[src/design/lumr_map.vh]
// Register offsets, field positions, reset values and codes of the luminance,
// temperature and power-down register bank.
// Assumes it is included by its bare name from the design files.
`ifndef LUMR_MAP_VH
`define LUMR_MAP_VH

// Serial bus device address; the value is arbitrary.
`define LUMR_DEV_ADDR 7'h3A

`define LUMR_OFS_PIX_VMAX 8'h11
`define LUMR_OFS_CATH_LVL 8'h12
`define LUMR_OFS_REF_CUR 8'h13
`define LUMR_OFS_DIM 8'h14
`define LUMR_OFS_TGAIN 8'h15
`define LUMR_OFS_TOFF 8'h16
`define LUMR_OFS_TUPD 8'h17
`define LUMR_OFS_TOUT 8'h18
`define LUMR_OFS_APD 8'h19
`define LUMR_OFS_SPD 8'h1A

`define LUMR_RST_PIX_VMAX 8'h0D
`define LUMR_RST_CATH_LVL 8'h51
`define LUMR_RST_REF_CUR 8'h01
`define LUMR_RST_DIM 7'h01
`define LUMR_RST_TGAIN 6'h28
`define LUMR_RST_TOFF 8'hD7
`define LUMR_RST_TUPD 8'hFF
`define LUMR_RST_TOUT 8'h00
`define LUMR_RST_APD 8'h00
`define LUMR_RST_SPD 8'h00
`define LUMR_RD_UNMAPPED 8'h00

`define LUMR_COARSE_HI 7
`define LUMR_COARSE_LO 5
`define LUMR_FINE_HI 4
`define LUMR_FINE_LO 0
`define LUMR_DIM_HI 6
`define LUMR_TGAIN_HI 5
`define LUMR_SPD_TOTAL 6
`define LUMR_APD_TEMP_SENSOR 1

// Coarse reference current factors in units of 1/32: 0, 0.5, 1.5, 2.5, 3.5.
`define LUMR_COARSE_F0 8'h00
`define LUMR_COARSE_F1 8'h10
`define LUMR_COARSE_F2 8'h30
`define LUMR_COARSE_F3 8'h50
`define LUMR_COARSE_F4 8'h70

`define LUMR_MODE_AUTO 2'b00
`define LUMR_MODE_AUTO_CLAMP 2'b01
`define LUMR_MODE_MANUAL 2'b10

`define LUMR_TEMP_SHIFT 5
`define LUMR_TEMP_BIAS 11'h100

`endif

[src/design/lumr_addr_wake.v]
// Always-on detector that watches the serial bus during deep sleep and
// pulses a wake request when a start is followed by the device address.
// Assumes synchronised bus levels on the same clock as its inputs.
`timescale 1ns/10ps
module lumr_addr_wake (
  input wire core_clk_i,
  input wire nrst_i,
  input wire sleep_i,
  input wire [6:0] dev_addr_i,
  input wire scl_i,
  input wire sda_i,
  output reg wake_o
);
  reg scl_d_reg;
  reg sda_d_reg;
  reg armed_reg;
  reg [2:0] cnt_reg;
  reg [5:0] sh_reg;
  wire start_det;
  wire scl_rise;
  assign start_det = scl_i & scl_d_reg & sda_d_reg & ~sda_i;
  assign scl_rise = scl_i & ~scl_d_reg;

  always @(posedge core_clk_i or negedge nrst_i) begin
    if (!nrst_i) begin
      scl_d_reg <= 1'b1;
      sda_d_reg <= 1'b1;
      armed_reg <= 1'b0;
      cnt_reg <= 3'h0;
      sh_reg <= 6'h00;
      wake_o <= 1'b0;
    end else begin
      scl_d_reg <= scl_i;
      sda_d_reg <= sda_i;
      wake_o <= 1'b0;
      if (!sleep_i) begin
        armed_reg <= 1'b0;
      end else if (start_det) begin
        armed_reg <= 1'b1;
        cnt_reg <= 3'h0;
      end else if (armed_reg && scl_rise) begin
        sh_reg <= {sh_reg[4:0], sda_i};
        cnt_reg <= cnt_reg + 3'h1;
        if (cnt_reg == 3'h6) begin
          armed_reg <= 1'b0;
          wake_o <= ({sh_reg, sda_i} == dev_addr_i);
        end
      end
    end
  end
endmodule // lumr_addr_wake

[src/design/lumr_regs.v]
// Serially accessed register bank: luminance trims, temperature readout
// control and power-down controls, with a two-wire bus slave and wake-up.
// Assumes frame_start_i, cathode_supply_mode_i and temp_sense_raw_i come
// from on-chip logic on core_clk_i; scl_i and sda_i come from pins.
`timescale 1ns/10ps
`include "lumr_map.vh"
// Operation
// - Pixel max voltage trim, 8 bits, reset 0Dh, sets supply fraction.
// - Manual cathode level, reset 51h, drives inverter only in modes 01, 10.
// - Reference current: coarse bits 7-5 factors 0..3.5, fine bits 4-0 n/32.
// - Maximum luminance follows sum of coarse and fine factors.
// - Dimming bits 6-0 scale luminance in 1 percent steps, reset 01h.
// - Dimming applies only in automatic mode 00, ignored otherwise.
// - Six-bit gain divider, reset 28, scales temperature readout slope.
// - Eight-bit offset trim, reset D7, added to temperature readout.
// - Readout refreshes every N+1 frames; interval register resets to FF.
// - Readout is read-only and changes only at update instants.
// - Readout saturates at 0 and FF, never wraps.
// - Analog power-down bits 7..0 each switch one circuit off, reset 0.
// - System power-down bits 6,5,3,2,1,0 switch units off, reset 0.
// - Total power-down bit enters deep sleep, bus interface included.
// - In sleep, own bus address seen clears total power-down bit.
// - All registers keep their contents through deep sleep.
// - Mode codes: 00 automatic, 01 automatic with clamp, 10 manual.
module lumr_regs (
  input wire core_clk_i,
  input wire nrst_i,
  input wire scl_i,
  input wire sda_i,
  output reg sda_o,
  output reg sda_oe_n_o,
  input wire frame_start_i,
  input wire [1:0] cathode_supply_mode_i,
  input wire [7:0] temp_sense_raw_i,
  output reg [7:0] pixel_max_voltage_trim_o,
  output reg [7:0] cathode_level_o,
  output reg cathode_manual_o,
  output reg [7:0] ref_current_factor_o,
  output reg [14:0] lum_target_o,
  output reg [7:0] analog_powerdown_ctl_o,
  output reg [7:0] system_powerdown_ctl_o,
  output reg deep_sleep_o,
  output reg temp_update_o
);
  localparam ST_IDLE = 3'd0;
  localparam ST_ADDR = 3'd1;
  localparam ST_ACKWAIT = 3'd2;
  localparam ST_ACK = 3'd3;
  localparam ST_WR = 3'd4;
  localparam ST_RD = 3'd5;
  localparam ST_RACK = 3'd6;
  localparam ST_RNEXT = 3'd7;

  reg [7:0] pix_vmax_reg;
  reg [7:0] cath_lvl_reg;
  reg [7:0] ref_cur_reg;
  reg [6:0] dim_reg;
  reg [5:0] tgain_reg;
  reg [7:0] toff_reg;
  reg [7:0] tupd_reg;
  reg [7:0] tout_reg;
  reg [7:0] apd_reg;
  reg [7:0] spd_reg;

  reg scl_m_reg;
  reg scl_s_reg;
  reg scl_d_reg;
  reg sda_m_reg;
  reg sda_s_reg;
  reg sda_d_reg;

  reg [2:0] state_reg;
  reg [2:0] bitcnt_reg;
  reg [7:0] sh_reg;
  reg [7:0] tx_reg;
  reg [7:0] ptr_reg;
  reg rw_reg;
  reg first_reg;
  reg wr_en_reg;
  reg [7:0] wr_addr_reg;
  reg [7:0] wr_data_reg;

  reg [7:0] frame_cnt_reg;
  reg upd_pend_reg;

  wire start_det;
  wire stop_det;
  wire scl_rise;
  wire scl_fall;
  wire [7:0] rx_byte;
  wire [7:0] rd_byte;
  wire [7:0] temp_value;
  wire wake;
  wire sleeping;
  wire sensor_on;

  // Read decode; anything outside the bank reads as zero.
  function [7:0] reg_read;
    input [7:0] a;
    begin
      case (a)
        `LUMR_OFS_PIX_VMAX: reg_read = pix_vmax_reg;
        `LUMR_OFS_CATH_LVL: reg_read = cath_lvl_reg;
        `LUMR_OFS_REF_CUR: reg_read = ref_cur_reg;
        `LUMR_OFS_DIM: reg_read = {1'b0, dim_reg};
        `LUMR_OFS_TGAIN: reg_read = {2'b00, tgain_reg};
        `LUMR_OFS_TOFF: reg_read = toff_reg;
        `LUMR_OFS_TUPD: reg_read = tupd_reg;
        `LUMR_OFS_TOUT: reg_read = tout_reg;
        `LUMR_OFS_APD: reg_read = apd_reg;
        `LUMR_OFS_SPD: reg_read = spd_reg;
        default: reg_read = `LUMR_RD_UNMAPPED;
      endcase
    end
  endfunction

  // Coarse codes 5 to 7 have no defined factor and give a zero coarse factor.
  function [7:0] coarse_factor;
    input [2:0] c;
    begin
      case (c)
        3'd0: coarse_factor = `LUMR_COARSE_F0;
        3'd1: coarse_factor = `LUMR_COARSE_F1;
        3'd2: coarse_factor = `LUMR_COARSE_F2;
        3'd3: coarse_factor = `LUMR_COARSE_F3;
        3'd4: coarse_factor = `LUMR_COARSE_F4;
        default: coarse_factor = `LUMR_COARSE_F0;
      endcase
    end
  endfunction

  assign start_det = scl_s_reg & scl_d_reg & sda_d_reg & ~sda_s_reg;
  assign stop_det = scl_s_reg & scl_d_reg & ~sda_d_reg & sda_s_reg;
  assign scl_rise = scl_s_reg & ~scl_d_reg;
  assign scl_fall = ~scl_s_reg & scl_d_reg;
  assign rx_byte = {sh_reg[6:0], sda_s_reg};
  assign rd_byte = reg_read(ptr_reg);
  assign sleeping = spd_reg[`LUMR_SPD_TOTAL];
  assign sensor_on = ~apd_reg[`LUMR_APD_TEMP_SENSOR];

  lumr_addr_wake u_wake (
    .core_clk_i(core_clk_i),
    .nrst_i(nrst_i),
    .sleep_i(sleeping),
    .dev_addr_i(`LUMR_DEV_ADDR),
    .scl_i(scl_s_reg),
    .sda_i(sda_s_reg),
    .wake_o(wake)
  );

  lumr_temp_calc u_temp (
    .core_clk_i(core_clk_i),
    .nrst_i(nrst_i),
    .raw_i(temp_sense_raw_i),
    .gain_i(tgain_reg),
    .offset_i(toff_reg),
    .value_o(temp_value)
  );

  // Two-stage synchronisers, then one more stage for edge detection.
  always @(posedge core_clk_i or negedge nrst_i) begin
    if (!nrst_i) begin
      scl_m_reg <= 1'b1;
      scl_s_reg <= 1'b1;
      scl_d_reg <= 1'b1;
      sda_m_reg <= 1'b1;
      sda_s_reg <= 1'b1;
      sda_d_reg <= 1'b1;
    end else begin
      scl_m_reg <= scl_i;
      scl_s_reg <= scl_m_reg;
      scl_d_reg <= scl_s_reg;
      sda_m_reg <= sda_i;
      sda_s_reg <= sda_m_reg;
      sda_d_reg <= sda_s_reg;
    end
  end

  // Bus slave: the first written byte sets the pointer, later bytes write
  // and reads auto-increment. Open-drain data: oe_n low pulls the line low.
  always @(posedge core_clk_i or negedge nrst_i) begin
    if (!nrst_i) begin
      state_reg <= ST_IDLE;
      bitcnt_reg <= 3'h0;
      sh_reg <= 8'h00;
      tx_reg <= 8'h00;
      ptr_reg <= 8'h00;
      rw_reg <= 1'b0;
      first_reg <= 1'b0;
      wr_en_reg <= 1'b0;
      wr_addr_reg <= 8'h00;
      wr_data_reg <= 8'h00;
      sda_o <= 1'b0;
      sda_oe_n_o <= 1'b1;
    end else begin
      wr_en_reg <= 1'b0;
      sda_o <= 1'b0;
      if (sleeping) begin
        state_reg <= ST_IDLE;
        sda_oe_n_o <= 1'b1;
      end else if (start_det) begin
        state_reg <= ST_ADDR;
        bitcnt_reg <= 3'h0;
        sda_oe_n_o <= 1'b1;
      end else if (stop_det) begin
        state_reg <= ST_IDLE;
        sda_oe_n_o <= 1'b1;
      end else begin
        case (state_reg)
          ST_IDLE: begin
            sda_oe_n_o <= 1'b1;
          end
          ST_ADDR: begin
            if (scl_rise) begin
              sh_reg <= rx_byte;
              bitcnt_reg <= bitcnt_reg + 3'h1;
              if (bitcnt_reg == 3'h7) begin
                if (rx_byte[7:1] == `LUMR_DEV_ADDR) begin
                  rw_reg <= rx_byte[0];
                  first_reg <= ~rx_byte[0];
                  state_reg <= ST_ACKWAIT;
                end else begin
                  state_reg <= ST_IDLE;
                end
              end
            end
          end
          ST_ACKWAIT: begin
            if (scl_fall) begin
              sda_oe_n_o <= 1'b0;
              state_reg <= ST_ACK;
            end
          end
          ST_ACK: begin
            if (scl_fall) begin
              bitcnt_reg <= 3'h0;
              if (rw_reg) begin
                tx_reg <= rd_byte;
                sda_oe_n_o <= rd_byte[7];
                state_reg <= ST_RD;
              end else begin
                sda_oe_n_o <= 1'b1;
                state_reg <= ST_WR;
              end
            end
          end
          ST_WR: begin
            if (scl_rise) begin
              sh_reg <= rx_byte;
              bitcnt_reg <= bitcnt_reg + 3'h1;
              if (bitcnt_reg == 3'h7) begin
                state_reg <= ST_ACKWAIT;
                first_reg <= 1'b0;
                if (first_reg) begin
                  ptr_reg <= rx_byte;
                end else begin
                  wr_en_reg <= 1'b1;
                  wr_addr_reg <= ptr_reg;
                  wr_data_reg <= rx_byte;
                  ptr_reg <= ptr_reg + 8'h01;
                end
              end
            end
          end
          ST_RD: begin
            if (scl_fall) begin
              bitcnt_reg <= bitcnt_reg + 3'h1;
              if (bitcnt_reg == 3'h7) begin
                sda_oe_n_o <= 1'b1;
                state_reg <= ST_RACK;
              end else begin
                sda_oe_n_o <= tx_reg[6];
                tx_reg <= {tx_reg[6:0], 1'b0};
              end
            end
          end
          ST_RACK: begin
            if (scl_rise) begin
              if (sda_s_reg) begin
                state_reg <= ST_IDLE;
              end else begin
                ptr_reg <= ptr_reg + 8'h01;
                state_reg <= ST_RNEXT;
              end
            end
          end
          ST_RNEXT: begin
            if (scl_fall) begin
              bitcnt_reg <= 3'h0;
              tx_reg <= rd_byte;
              sda_oe_n_o <= rd_byte[7];
              state_reg <= ST_RD;
            end
          end
          default: begin
            state_reg <= ST_IDLE;
            sda_oe_n_o <= 1'b1;
          end
        endcase
      end
    end
  end

  // Register file. Only reset, bus writes and the wake clear touch it, so contents survive sleep.
  always @(posedge core_clk_i or negedge nrst_i) begin
    if (!nrst_i) begin
      pix_vmax_reg <= `LUMR_RST_PIX_VMAX;
      cath_lvl_reg <= `LUMR_RST_CATH_LVL;
      ref_cur_reg <= `LUMR_RST_REF_CUR;
      dim_reg <= `LUMR_RST_DIM;
      tgain_reg <= `LUMR_RST_TGAIN;
      toff_reg <= `LUMR_RST_TOFF;
      tupd_reg <= `LUMR_RST_TUPD;
      apd_reg <= `LUMR_RST_APD;
      spd_reg <= `LUMR_RST_SPD;
    end else begin
      if (wr_en_reg) begin
        case (wr_addr_reg)
          `LUMR_OFS_PIX_VMAX: pix_vmax_reg <= wr_data_reg;
          `LUMR_OFS_CATH_LVL: cath_lvl_reg <= wr_data_reg;
          `LUMR_OFS_REF_CUR: ref_cur_reg <= wr_data_reg;
          `LUMR_OFS_DIM: dim_reg <= wr_data_reg[`LUMR_DIM_HI:0];
          `LUMR_OFS_TGAIN: tgain_reg <= wr_data_reg[`LUMR_TGAIN_HI:0];
          `LUMR_OFS_TOFF: toff_reg <= wr_data_reg;
          // Values below 02h are the host's fault and are stored as written.
          `LUMR_OFS_TUPD: tupd_reg <= wr_data_reg;
          `LUMR_OFS_APD: apd_reg <= wr_data_reg;
          `LUMR_OFS_SPD: spd_reg <= wr_data_reg;
          default: begin
          end
        endcase
      end
      // The slave is idle in sleep, so the wake clear never meets a write.
      if (wake) begin
        spd_reg[`LUMR_SPD_TOTAL] <= 1'b0;
      end
    end
  end

  // Frame counter: an update falls on every (N+1)th frame start. The new
  // readout is taken one cycle later so the calculator sees settled inputs.
  always @(posedge core_clk_i or negedge nrst_i) begin
    if (!nrst_i) begin
      frame_cnt_reg <= 8'h00;
      upd_pend_reg <= 1'b0;
      tout_reg <= `LUMR_RST_TOUT;
      temp_update_o <= 1'b0;
    end else begin
      upd_pend_reg <= 1'b0;
      temp_update_o <= 1'b0;
      if (frame_start_i && !sleeping) begin
        if (frame_cnt_reg == 8'h00) begin
          frame_cnt_reg <= tupd_reg;
          upd_pend_reg <= sensor_on;
        end else begin
          frame_cnt_reg <= frame_cnt_reg - 8'h01;
        end
      end
      if (upd_pend_reg) begin
        tout_reg <= temp_value;
        temp_update_o <= 1'b1;
      end
    end
  end

  // Registered analog controls derived from the bank.
  always @(posedge core_clk_i or negedge nrst_i) begin
    if (!nrst_i) begin
      pixel_max_voltage_trim_o <= `LUMR_RST_PIX_VMAX;
      cathode_level_o <= 8'h00;
      cathode_manual_o <= 1'b0;
      ref_current_factor_o <= 8'h00;
      lum_target_o <= 15'h0000;
      analog_powerdown_ctl_o <= `LUMR_RST_APD;
      system_powerdown_ctl_o <= `LUMR_RST_SPD;
      deep_sleep_o <= 1'b0;
    end else begin
      pixel_max_voltage_trim_o <= pix_vmax_reg;
      ref_current_factor_o <= coarse_factor(ref_cur_reg[`LUMR_COARSE_HI:`LUMR_COARSE_LO])
        + {3'b000, ref_cur_reg[`LUMR_FINE_HI:`LUMR_FINE_LO]};
      if (cathode_supply_mode_i == `LUMR_MODE_AUTO) begin
        lum_target_o <= ref_current_factor_o * dim_reg;
      end else begin
        lum_target_o <= 15'h0000;
      end
      if ((cathode_supply_mode_i == `LUMR_MODE_AUTO_CLAMP) ||
          (cathode_supply_mode_i == `LUMR_MODE_MANUAL)) begin
        cathode_level_o <= cath_lvl_reg;
        cathode_manual_o <= 1'b1;
      end else begin
        cathode_level_o <= 8'h00;
        cathode_manual_o <= 1'b0;
      end
      analog_powerdown_ctl_o <= apd_reg;
      system_powerdown_ctl_o <= spd_reg;
      deep_sleep_o <= spd_reg[`LUMR_SPD_TOTAL];
    end
  end
endmodule // lumr_regs

[src/design/lumr_temp_calc.v]
// Scales the raw temperature sensor code by the gain divider, adds the
// offset trim and saturates the result into an 8-bit readout.
// Assumes the raw code is produced by on-chip logic on the same clock.
`timescale 1ns/10ps
`include "lumr_map.vh"
module lumr_temp_calc (
  input wire core_clk_i,
  input wire nrst_i,
  input wire [7:0] raw_i,
  input wire [5:0] gain_i,
  input wire [7:0] offset_i,
  output reg [7:0] value_o
);
  wire [13:0] prod;
  wire [8:0] scaled;
  wire [10:0] sum;
  assign prod = raw_i * gain_i;
  assign scaled = prod[13:`LUMR_TEMP_SHIFT];
  // Bit 10 acts as the sign; the sum never exceeds 766 so it cannot overflow.
  assign sum = {2'b00, scaled} + {3'b000, offset_i} - `LUMR_TEMP_BIAS;

  always @(posedge core_clk_i or negedge nrst_i) begin
    if (!nrst_i) begin
      value_o <= `LUMR_RST_TOUT;
    end else if (sum[10]) begin
      value_o <= 8'h00;
    end else if (sum[9:8] != 2'b00) begin
      value_o <= 8'hFF;
    end else begin
      value_o <= sum[7:0];
    end
  end
endmodule // lumr_temp_calc

[config.mk]
export PLATFORM = sky130hd
export DESIGN_NAME = lumr_regs
export DESIGN_NICKNAME = d
export VERILOG_FILES = /design/src/design/lumr_addr_wake.v /design/src/design/lumr_regs.v /design/src/design/lumr_temp_calc.v
export VERILOG_INCLUDE_DIRS = /design/src /design/src/design
export SDC_FILE = /design/constraint.sdc
export NUM_CORES = 1
export LEC_CHECK = 0
export BUFFER_PORTS_ARGS = -buffer_cell sky130_fd_sc_hd__clkbuf_2
export CAP_MARGIN = 20
export CELL_PAD_IN_SITES_DETAIL_PLACEMENT = 2
export CELL_PAD_IN_SITES_GLOBAL_PLACEMENT = 2
export CORE_UTILIZATION = 40
export CTS_BUF_LIST = sky130_fd_sc_hd__clkbuf_16
export DETAILED_ROUTE_END_ITERATION = 12
export HOLD_SLACK_MARGIN = 0.15
export MAX_ROUTING_LAYER = met4
export PLACE_DENSITY = 0.84
export RECOVER_POWER = 100
export SLEW_MARGIN = 10
export SYNTH_ARGS = -nofsm -noshare
export SYNTH_HDL_FRONTEND = slang
export SYNTH_HIERARCHICAL = 1
export SYNTH_SLANG_ARGS = --single-unit
export TNS_END_PERCENT = 30
[constraint.sdc]
create_clock -name core_clk_i -period 8.88 [get_ports core_clk_i]
set_input_delay 0.888 -clock core_clk_i [delete_from_list [all_inputs] [get_ports core_clk_i]]
set_output_delay 0.888 -clock core_clk_i [all_outputs]
set_load 0.02 [all_outputs]
Word level (Yosys, flattened, before mapping)
Index checks and enable logic that the tools add are counted.
- register bits after elaboration: 217
- bits of input ports: 15
- output and inout port bits: 60
- logic and storage cells: 256
- $add $sub $neg: 7
- multiply operators: 2
- eq/ne operators: 64
- mux-type cells: 82
- bitwise logic cells: 16
- reduce and logical (&&, ||, !) cells: 41
- operator list (kind ; number):
    8-bit by 5-bit equality test with 1-bit output, second input constant ; 19
    8-bit case mux with 10 select lines ; 1
    8-bit two-way mux ; 9
    3-bit two-way mux ; 21
    7-bit two-way mux ; 7
    1-bit two-way mux ; 35
    5-bit inequality test, second input constant ; 7
    7-bit case mux with 4 select lines ; 1
    2-bit AND reduction ; 12
    3-bit equality test, second input constant ; 7
    3-bit case mux with 7 select lines ; 1
    7-bit case mux with 3 select lines ; 1
    2-bit inequality test, second input constant ; 10
    9-bit AND reduction ; 2
    8-bit case mux with 2 select lines ; 1
    8-bit by 7-bit multiplier with 15-bit output ; 1
    15-bit two-way mux ; 1
    5-bit by 4-bit inequality test with 1-bit output, second input constant ; 3
    7-bit by 6-bit equality test with 1-bit output, second input constant ; 2
    8-bit by 6-bit multiplier with 14-bit output ; 1
    7-bit AND reduction ; 2
    3-bit by 2-bit equality test with 1-bit output, second input constant ; 4
    3-bit by 1-bit inequality test with 1-bit output, second input constant ; 4
    2-bit nonzero test ; 6
    other kinds (33) ; 54

Logic depth before layout (Yosys ltp)
- word-level depth: 8
- mapped depth: 21
- gate-level depth less buffers: 21

Modules after synthesis
Netlist, hierarchy kept.
- modules (own cells, without submodules) (module ; instances ; cells each ; area an instance (µm²) ; seq. area each (µm²)):
    lumr_regs ; 1 ; 908 ; 10402.5 ; 4972.3
    lumr_temp_calc ; 1 ; 217 ; 1944.4 ; 200.2
    lumr_addr_wake ; 1 ; 54 ; 659.4 ; 327.8

Least setup slack after synthesis
OpenSTA, ideal clock, no wires.
- kind: in2reg
- from: input port temp_sense_raw_i[6]
- to: register u_temp.value_o[7]
- setup time: 0.099 ns
- arrival time: 5.127 ns
- data required time: 8.781 ns
- setup slack: 3.654 ns
- stages: 20
- buffers on the path: 0
- cells stage by stage: and2_1 fa_1 fa_1 inv_1 fa_1 inv_1 ha_1 a21oi_1 nand2_1 o21a_1 o41a_1 a21oi_1 xnor2_1 ha_1 o21ai_0 nand2b_1 a21o_1 o31a_1 nand3_4 a311oi_1
- word-level cells in the longest chain between the ends: 6
- ends and longest elaborated chain (element ; line ; RTL):
    start, declared ; lumr_regs.v:34 ; input wire [7:0] temp_sense_raw_i,
    8-bit by 6-bit multiplier with 14-bit output * ; lumr_temp_calc.v:17 ; assign prod = raw_i * gain_i;
    9-bit by 8-bit adder with 10-bit output * ; lumr_temp_calc.v:20 ; assign sum = {2'b00, scaled} + {3'b000, offset_i} - `LUMR_TEMP_BIAS;
    11-bit by 9-bit subtractor with 11-bit output (no line) * ; -- ;
    2-bit nonzero test ; lumr_temp_calc.v:27 ; end else if (sum[9:8] != 2'b00) begin
    8-bit two-way mux ; lumr_temp_calc.v:27 ;
    8-bit two-way mux * ; lumr_temp_calc.v:25 ; end else if (sum[10]) begin
    end signal, assigned ; lumr_temp_calc.v:24 ; value_o <= `LUMR_RST_TOUT;
    end signal, assigned ; lumr_temp_calc.v:30 ; value_o <= sum[7:0];
    end, declared ; lumr_temp_calc.v:12 ; output reg [7:0] value_o
Every way passes the cells marked *; elsewhere a longest branch is shown, timed or not.
A chain may end at the register's enable or synchronous reset.

Worst setup path in the final report
- from: register tgain_reg[1]
- to: register u_temp.value_o[6]
- word-level cells in the longest chain between the ends: 6
- ends and longest elaborated chain (element ; line ; RTL):
    start, declared ; lumr_regs.v:58 ; reg [5:0] tgain_reg;
    start signal, assigned ; lumr_regs.v:311 ; tgain_reg <= `LUMR_RST_TGAIN;
    start signal, assigned ; lumr_regs.v:323 ; `LUMR_OFS_TGAIN: tgain_reg <= wr_data_reg[`LUMR_TGAIN_HI:0];
    8-bit by 6-bit multiplier with 14-bit output * ; lumr_temp_calc.v:17 ;
    9-bit by 8-bit adder with 10-bit output * ; lumr_temp_calc.v:20 ;
    11-bit by 9-bit subtractor with 11-bit output (no line) * ; -- ;
    2-bit nonzero test ; lumr_temp_calc.v:27 ;
    8-bit two-way mux ; lumr_temp_calc.v:27 ;
    8-bit two-way mux * ; lumr_temp_calc.v:25 ;
Marks and branches as above.

==> run summary <==
status -> finished, violations left
violated checks -> max-capacitance violations, max-slew violations
count of flip-flops with a built-in enable after synthesis -> 0
diode count -> 0
final setup fails -> 0
placeable core region -> 31,800 um^2
Die Y -> 182 um
top register by number of flip-flops -> lum_target_o
layout overhead on the synthesized area -> 11.9%
basic-gate share of the synthesized area counting and, or, nand and nor cells -> 0.152
detailed placer's ending HPWL -> 30.0 mm
clk_skew -> 14.7 ps
Final Hold Viols -> 0
final RePlAce weighted congestion -> 0.886
CP Max Fanout -> 10
number of hold-repair buffers added at the cts stage -> 0
pin slew with the least headroom to its limit -> 3860 ps
CTS clk-pin slew, worst paths -> 70 ps
Top-Level Pins -> 75
floorplan die area -> 33,200 um^2
element type at the critical path end -> flop
most frequently used flop master after synthesis -> sky130_fd_sc_hd__dfrtp_1
number of detailed-route iterations in the first pass -> 7
smallest hold slack -> 358 ps
clk sink count -> 218
count of cells resized by post-cts repair -> 0
TritonCTS clock tree -> built
peak ir drop on the vdd network -> 0.000144 V
Synth Area in Adders -> 0.153
All-Layer GR Usage -> 0.287
overflow left after global routing -> 0
Final Cycle Share -> 0.692
flip-flop and latch count after synthesis -> 218
DRC marker count from the first detailed-route iteration -> 605
count of input and output buffers -> 73
cell area after technology mapping -> 13,000 um^2
Routed Antenna Nets -> 0
critical path class -> flop to flop
Leakage -> 0.00693 uW
power density over the cells -> 166 nW/um^2
per-cell routed wire length -> 26.7 um
detailed-route DRC error count -> 0
average cell area after synthesis -> 11.0 um^2
crit start category -> flop
maximum number of pins on one net before global-route repair -> 85
level count of the clock H-tree -> 1
Post-layout nets -> 1,389
finished layout cell area -> 14,600 um^2
Total Wirelength -> 45.5 mm
vias in the first global route -> 11,600
flip-flop count of the largest register, all copies and words added -> 15
clock root buffer master -> sky130_fd_sc_hd__clkbuf_16
Max clock buf depth -> 3
effective utilization at floorplan -> 0.409
arrival time of data at the critical path endpoint -> 6500 ps
number of buffers inserted by post-CTS setup repair -> 0
multiplexer area fraction after synthesis -> 0.108
number of distinct library cell variants in the gate-level netlist after synthesis -> 89
vias post-DR -> 10,100
first-pass GRT wire length -> 70.4 mm
post-layout min period -> 6140 ps
main combinational cell family by area after synthesis -> adder cells
post-place instance area -> 13,800 um^2
type of the most critical hold path -> flop to flop
proportion of layout cells with a drive suffix above 1 -> 0.143
sequential element share of the synthesized area -> 0.423
instance count of the mapped netlist -> 1,179
number of rows in the core area -> 65
fraction of synthesized cell area in xor and xnor cells -> 0.0162
number of buffers added by the clock tree synthesis step -> 26
synthesized-area fraction occupied by ao, oa, aoi and oai cells -> 0.107
worst slew slack as a fraction of its limit -> -1.58
Clk Latency, worst-skew pair -> 540 ps
Data required, critical path -> 9240 ps
warnings from Yosys -> 6
RSZ-0062 raised after global routing -> false
antenna violations before repair -> 0
detailed-route vias per instance -> 5.93
Die W -> 182 um
max-cap check violation count -> 3
count of pins over their slew limit -> 80
highest attainable clock frequency -> 163 MHz
fraction of synthesis flops using an asynchronous set or reset pin -> 1.00
post-route setup TNS -> 0 ps
## routing by layer
| layer | wire length, um | track usage | vias up |
|---|---|---|---|
| met5 | 0 | - | - |
| met4 | 2070 | 0.121 | 0 |
| met3 | 2190 | 0.0387 | 162 |
| met2 | 23800 | 0.512 | 363 |
| met1 | 17400 | 0.323 | 5302 |
| li1 | - | - | 4274 |
## placed cells by master, fill, tap and decap left out, types with 26 or more instances in the layout
cell type                   count
sky130_fd_sc_hd__mux2_2        85
sky130_fd_sc_hd__dfrtp_1      182
sky130_fd_sc_hd__clkbuf_1      64
sky130_fd_sc_hd__inv_1         89
sky130_fd_sc_hd__nor2_1        47
sky130_fd_sc_hd__a21oi_1       40
sky130_fd_sc_hd__nand2_1       72
sky130_fd_sc_hd__ha_1          73
sky130_fd_sc_hd__and2_1        76
sky130_fd_sc_hd__mux2_1        26
sky130_fd_sc_hd__fa_1          54
sky130_fd_sc_hd__dfstp_2       29
sky130_fd_sc_hd__o21ai_0       31
sky130_fd_sc_hd__clkbuf_16     27
sky130_fd_sc_hd__nand3_1       28
## final timing paths
path | start | endpoint | slack, ps | depth (start not counted)
max | tgain_reg[1]$_DFFE_PN0P_ | u_temp/value_o[6]$_DFF_PN0_ | 2740 | 18
min | sda_m_reg$_DFF_PN1_ | sda_s_reg$_DFF_PN1_ | 360 | 0
max reg2reg | tgain_reg[1]$_DFFE_PN0P_ | u_temp/value_o[6]$_DFF_PN0_ | 2740 | 18
min reg2reg | sda_m_reg$_DFF_PN1_ | sda_s_reg$_DFF_PN1_ | 360 | 0
max in group asynchronous | nrst_i | u_wake/sda_d_reg$_DFF_PN1_ | 3460 | 4
min in group asynchronous | nrst_i | lum_target_o[13]$_DFF_PN0_ | 1670 | 1
## critical path: stages, from the launching register on
cell,delay [ps]
sky130_fd_sc_hd__dfrtp_1,630
sky130_fd_sc_hd__and2_0,250
sky130_fd_sc_hd__fa_1,480
sky130_fd_sc_hd__fa_1,560
sky130_fd_sc_hd__inv_1,50
sky130_fd_sc_hd__fa_1,490
sky130_fd_sc_hd__inv_1,60
sky130_fd_sc_hd__ha_1,350
sky130_fd_sc_hd__a21oi_1,190
sky130_fd_sc_hd__nand2_1,130
sky130_fd_sc_hd__o21a_1,260
sky130_fd_sc_hd__o41a_1,400
sky130_fd_sc_hd__a21oi_1,210
sky130_fd_sc_hd__xnor2_1,90
sky130_fd_sc_hd__ha_1,190
sky130_fd_sc_hd__or3_1,410
sky130_fd_sc_hd__o31a_1,310
sky130_fd_sc_hd__a21oi_1,700
sky130_fd_sc_hd__a31oi_1,190
## synthesized netlist by cell type, types with 5 or more instances
| master | n | area share |
|---|---|---|
| sky130_fd_sc_hd__a21oi_1 | 39 | 0.015 |
| sky130_fd_sc_hd__nor4_1 | 8 | 0.0038 |
| sky130_fd_sc_hd__a22o_1 | 8 | 0.0054 |
| sky130_fd_sc_hd__nor3b_1 | 6 | 0.0035 |
| sky130_fd_sc_hd__or3_1 | 5 | 0.0024 |
| sky130_fd_sc_hd__a211oi_1 | 7 | 0.0040 |
| sky130_fd_sc_hd__a22oi_1 | 12 | 0.0069 |
| sky130_fd_sc_hd__xor2_1 | 7 | 0.0047 |
| sky130_fd_sc_hd__nand3_1 | 28 | 0.011 |
| sky130_fd_sc_hd__nor2_1 | 45 | 0.013 |
| sky130_fd_sc_hd__xnor2_1 | 17 | 0.011 |
| sky130_fd_sc_hd__and3_1 | 9 | 0.0043 |
| sky130_fd_sc_hd__a21o_1 | 8 | 0.0046 |
| sky130_fd_sc_hd__mux2i_1 | 13 | 0.010 |
| sky130_fd_sc_hd__nand3b_1 | 6 | 0.0035 |
| sky130_fd_sc_hd__o22ai_1 | 9 | 0.0043 |
| sky130_fd_sc_hd__nor3_1 | 22 | 0.0085 |
| sky130_fd_sc_hd__o21a_1 | 11 | 0.0063 |
| sky130_fd_sc_hd__dfrtp_1 | 182 | 0.35 |
| sky130_fd_sc_hd__nand4_1 | 11 | 0.0053 |
| sky130_fd_sc_hd__fa_1 | 54 | 0.083 |
| sky130_fd_sc_hd__mux2_4 | 7 | 0.0081 |
| sky130_fd_sc_hd__nor2b_1 | 11 | 0.0053 |
| sky130_fd_sc_hd__dfstp_2 | 36 | 0.073 |
| sky130_fd_sc_hd__o21ai_0 | 31 | 0.012 |
| sky130_fd_sc_hd__clkbuf_1 | 33 | 0.0095 |
| sky130_fd_sc_hd__mux2_2 | 103 | 0.089 |
| sky130_fd_sc_hd__a221oi_1 | 8 | 0.0054 |
| sky130_fd_sc_hd__buf_1 | 7 | 0.0020 |
| sky130_fd_sc_hd__inv_1 | 79 | 0.023 |
| sky130_fd_sc_hd__o211ai_1 | 5 | 0.0029 |
| sky130_fd_sc_hd__nand2_1 | 71 | 0.020 |
| sky130_fd_sc_hd__a31oi_1 | 16 | 0.0077 |
| sky130_fd_sc_hd__and2_1 | 91 | 0.044 |
| sky130_fd_sc_hd__nand2b_1 | 12 | 0.0058 |
| sky130_fd_sc_hd__o31ai_1 | 6 | 0.0035 |
| sky130_fd_sc_hd__ha_1 | 73 | 0.070 |
## through the flow
step	std cells	util	worst slack (ps)	power [uW]
after floorplan	1185	-	3650	1190
after global placement	1653	0.435	3280	1250
after detailed placement	1653	0.435	3020	1270
after CTS	1701	0.463	3140	2440
after global routing	1702	0.458	2570	2490
final	1702	0.458	2740	2420
## cells by family after synthesis
group | after synthesis
AND/OR/NAND/NOR | 353
flip-flops | 218
AO/OA/AOI/OAI | 201
buffers and inverters | 130
adder cells (fa/ha/maj) | 127
multiplexers | 124
XOR/XNOR | 24
other | 2
## power breakdown
| part | switching (uW) | total (uW) | internal, uW |
|---|---|---|---|
| Sequential | 62.3 | 1100 | 1040 |
| Combinational | 101 | 164 | 62.6 |
| Clock | 458 | 1150 | 695 |
| Total | 622 | 2420 | 1790 |
## area by class of cell
class,instances,area [um^2]
fillers,3256,17200
multi-input cells,837,6930
flip-flops and latches,218,5500
clock buffers,27,676
well taps,435,544
repair buffers,83,370
inverters,81,304
clock inverters,21,229
No activity file was read; power rests on OpenSTA's default activity.
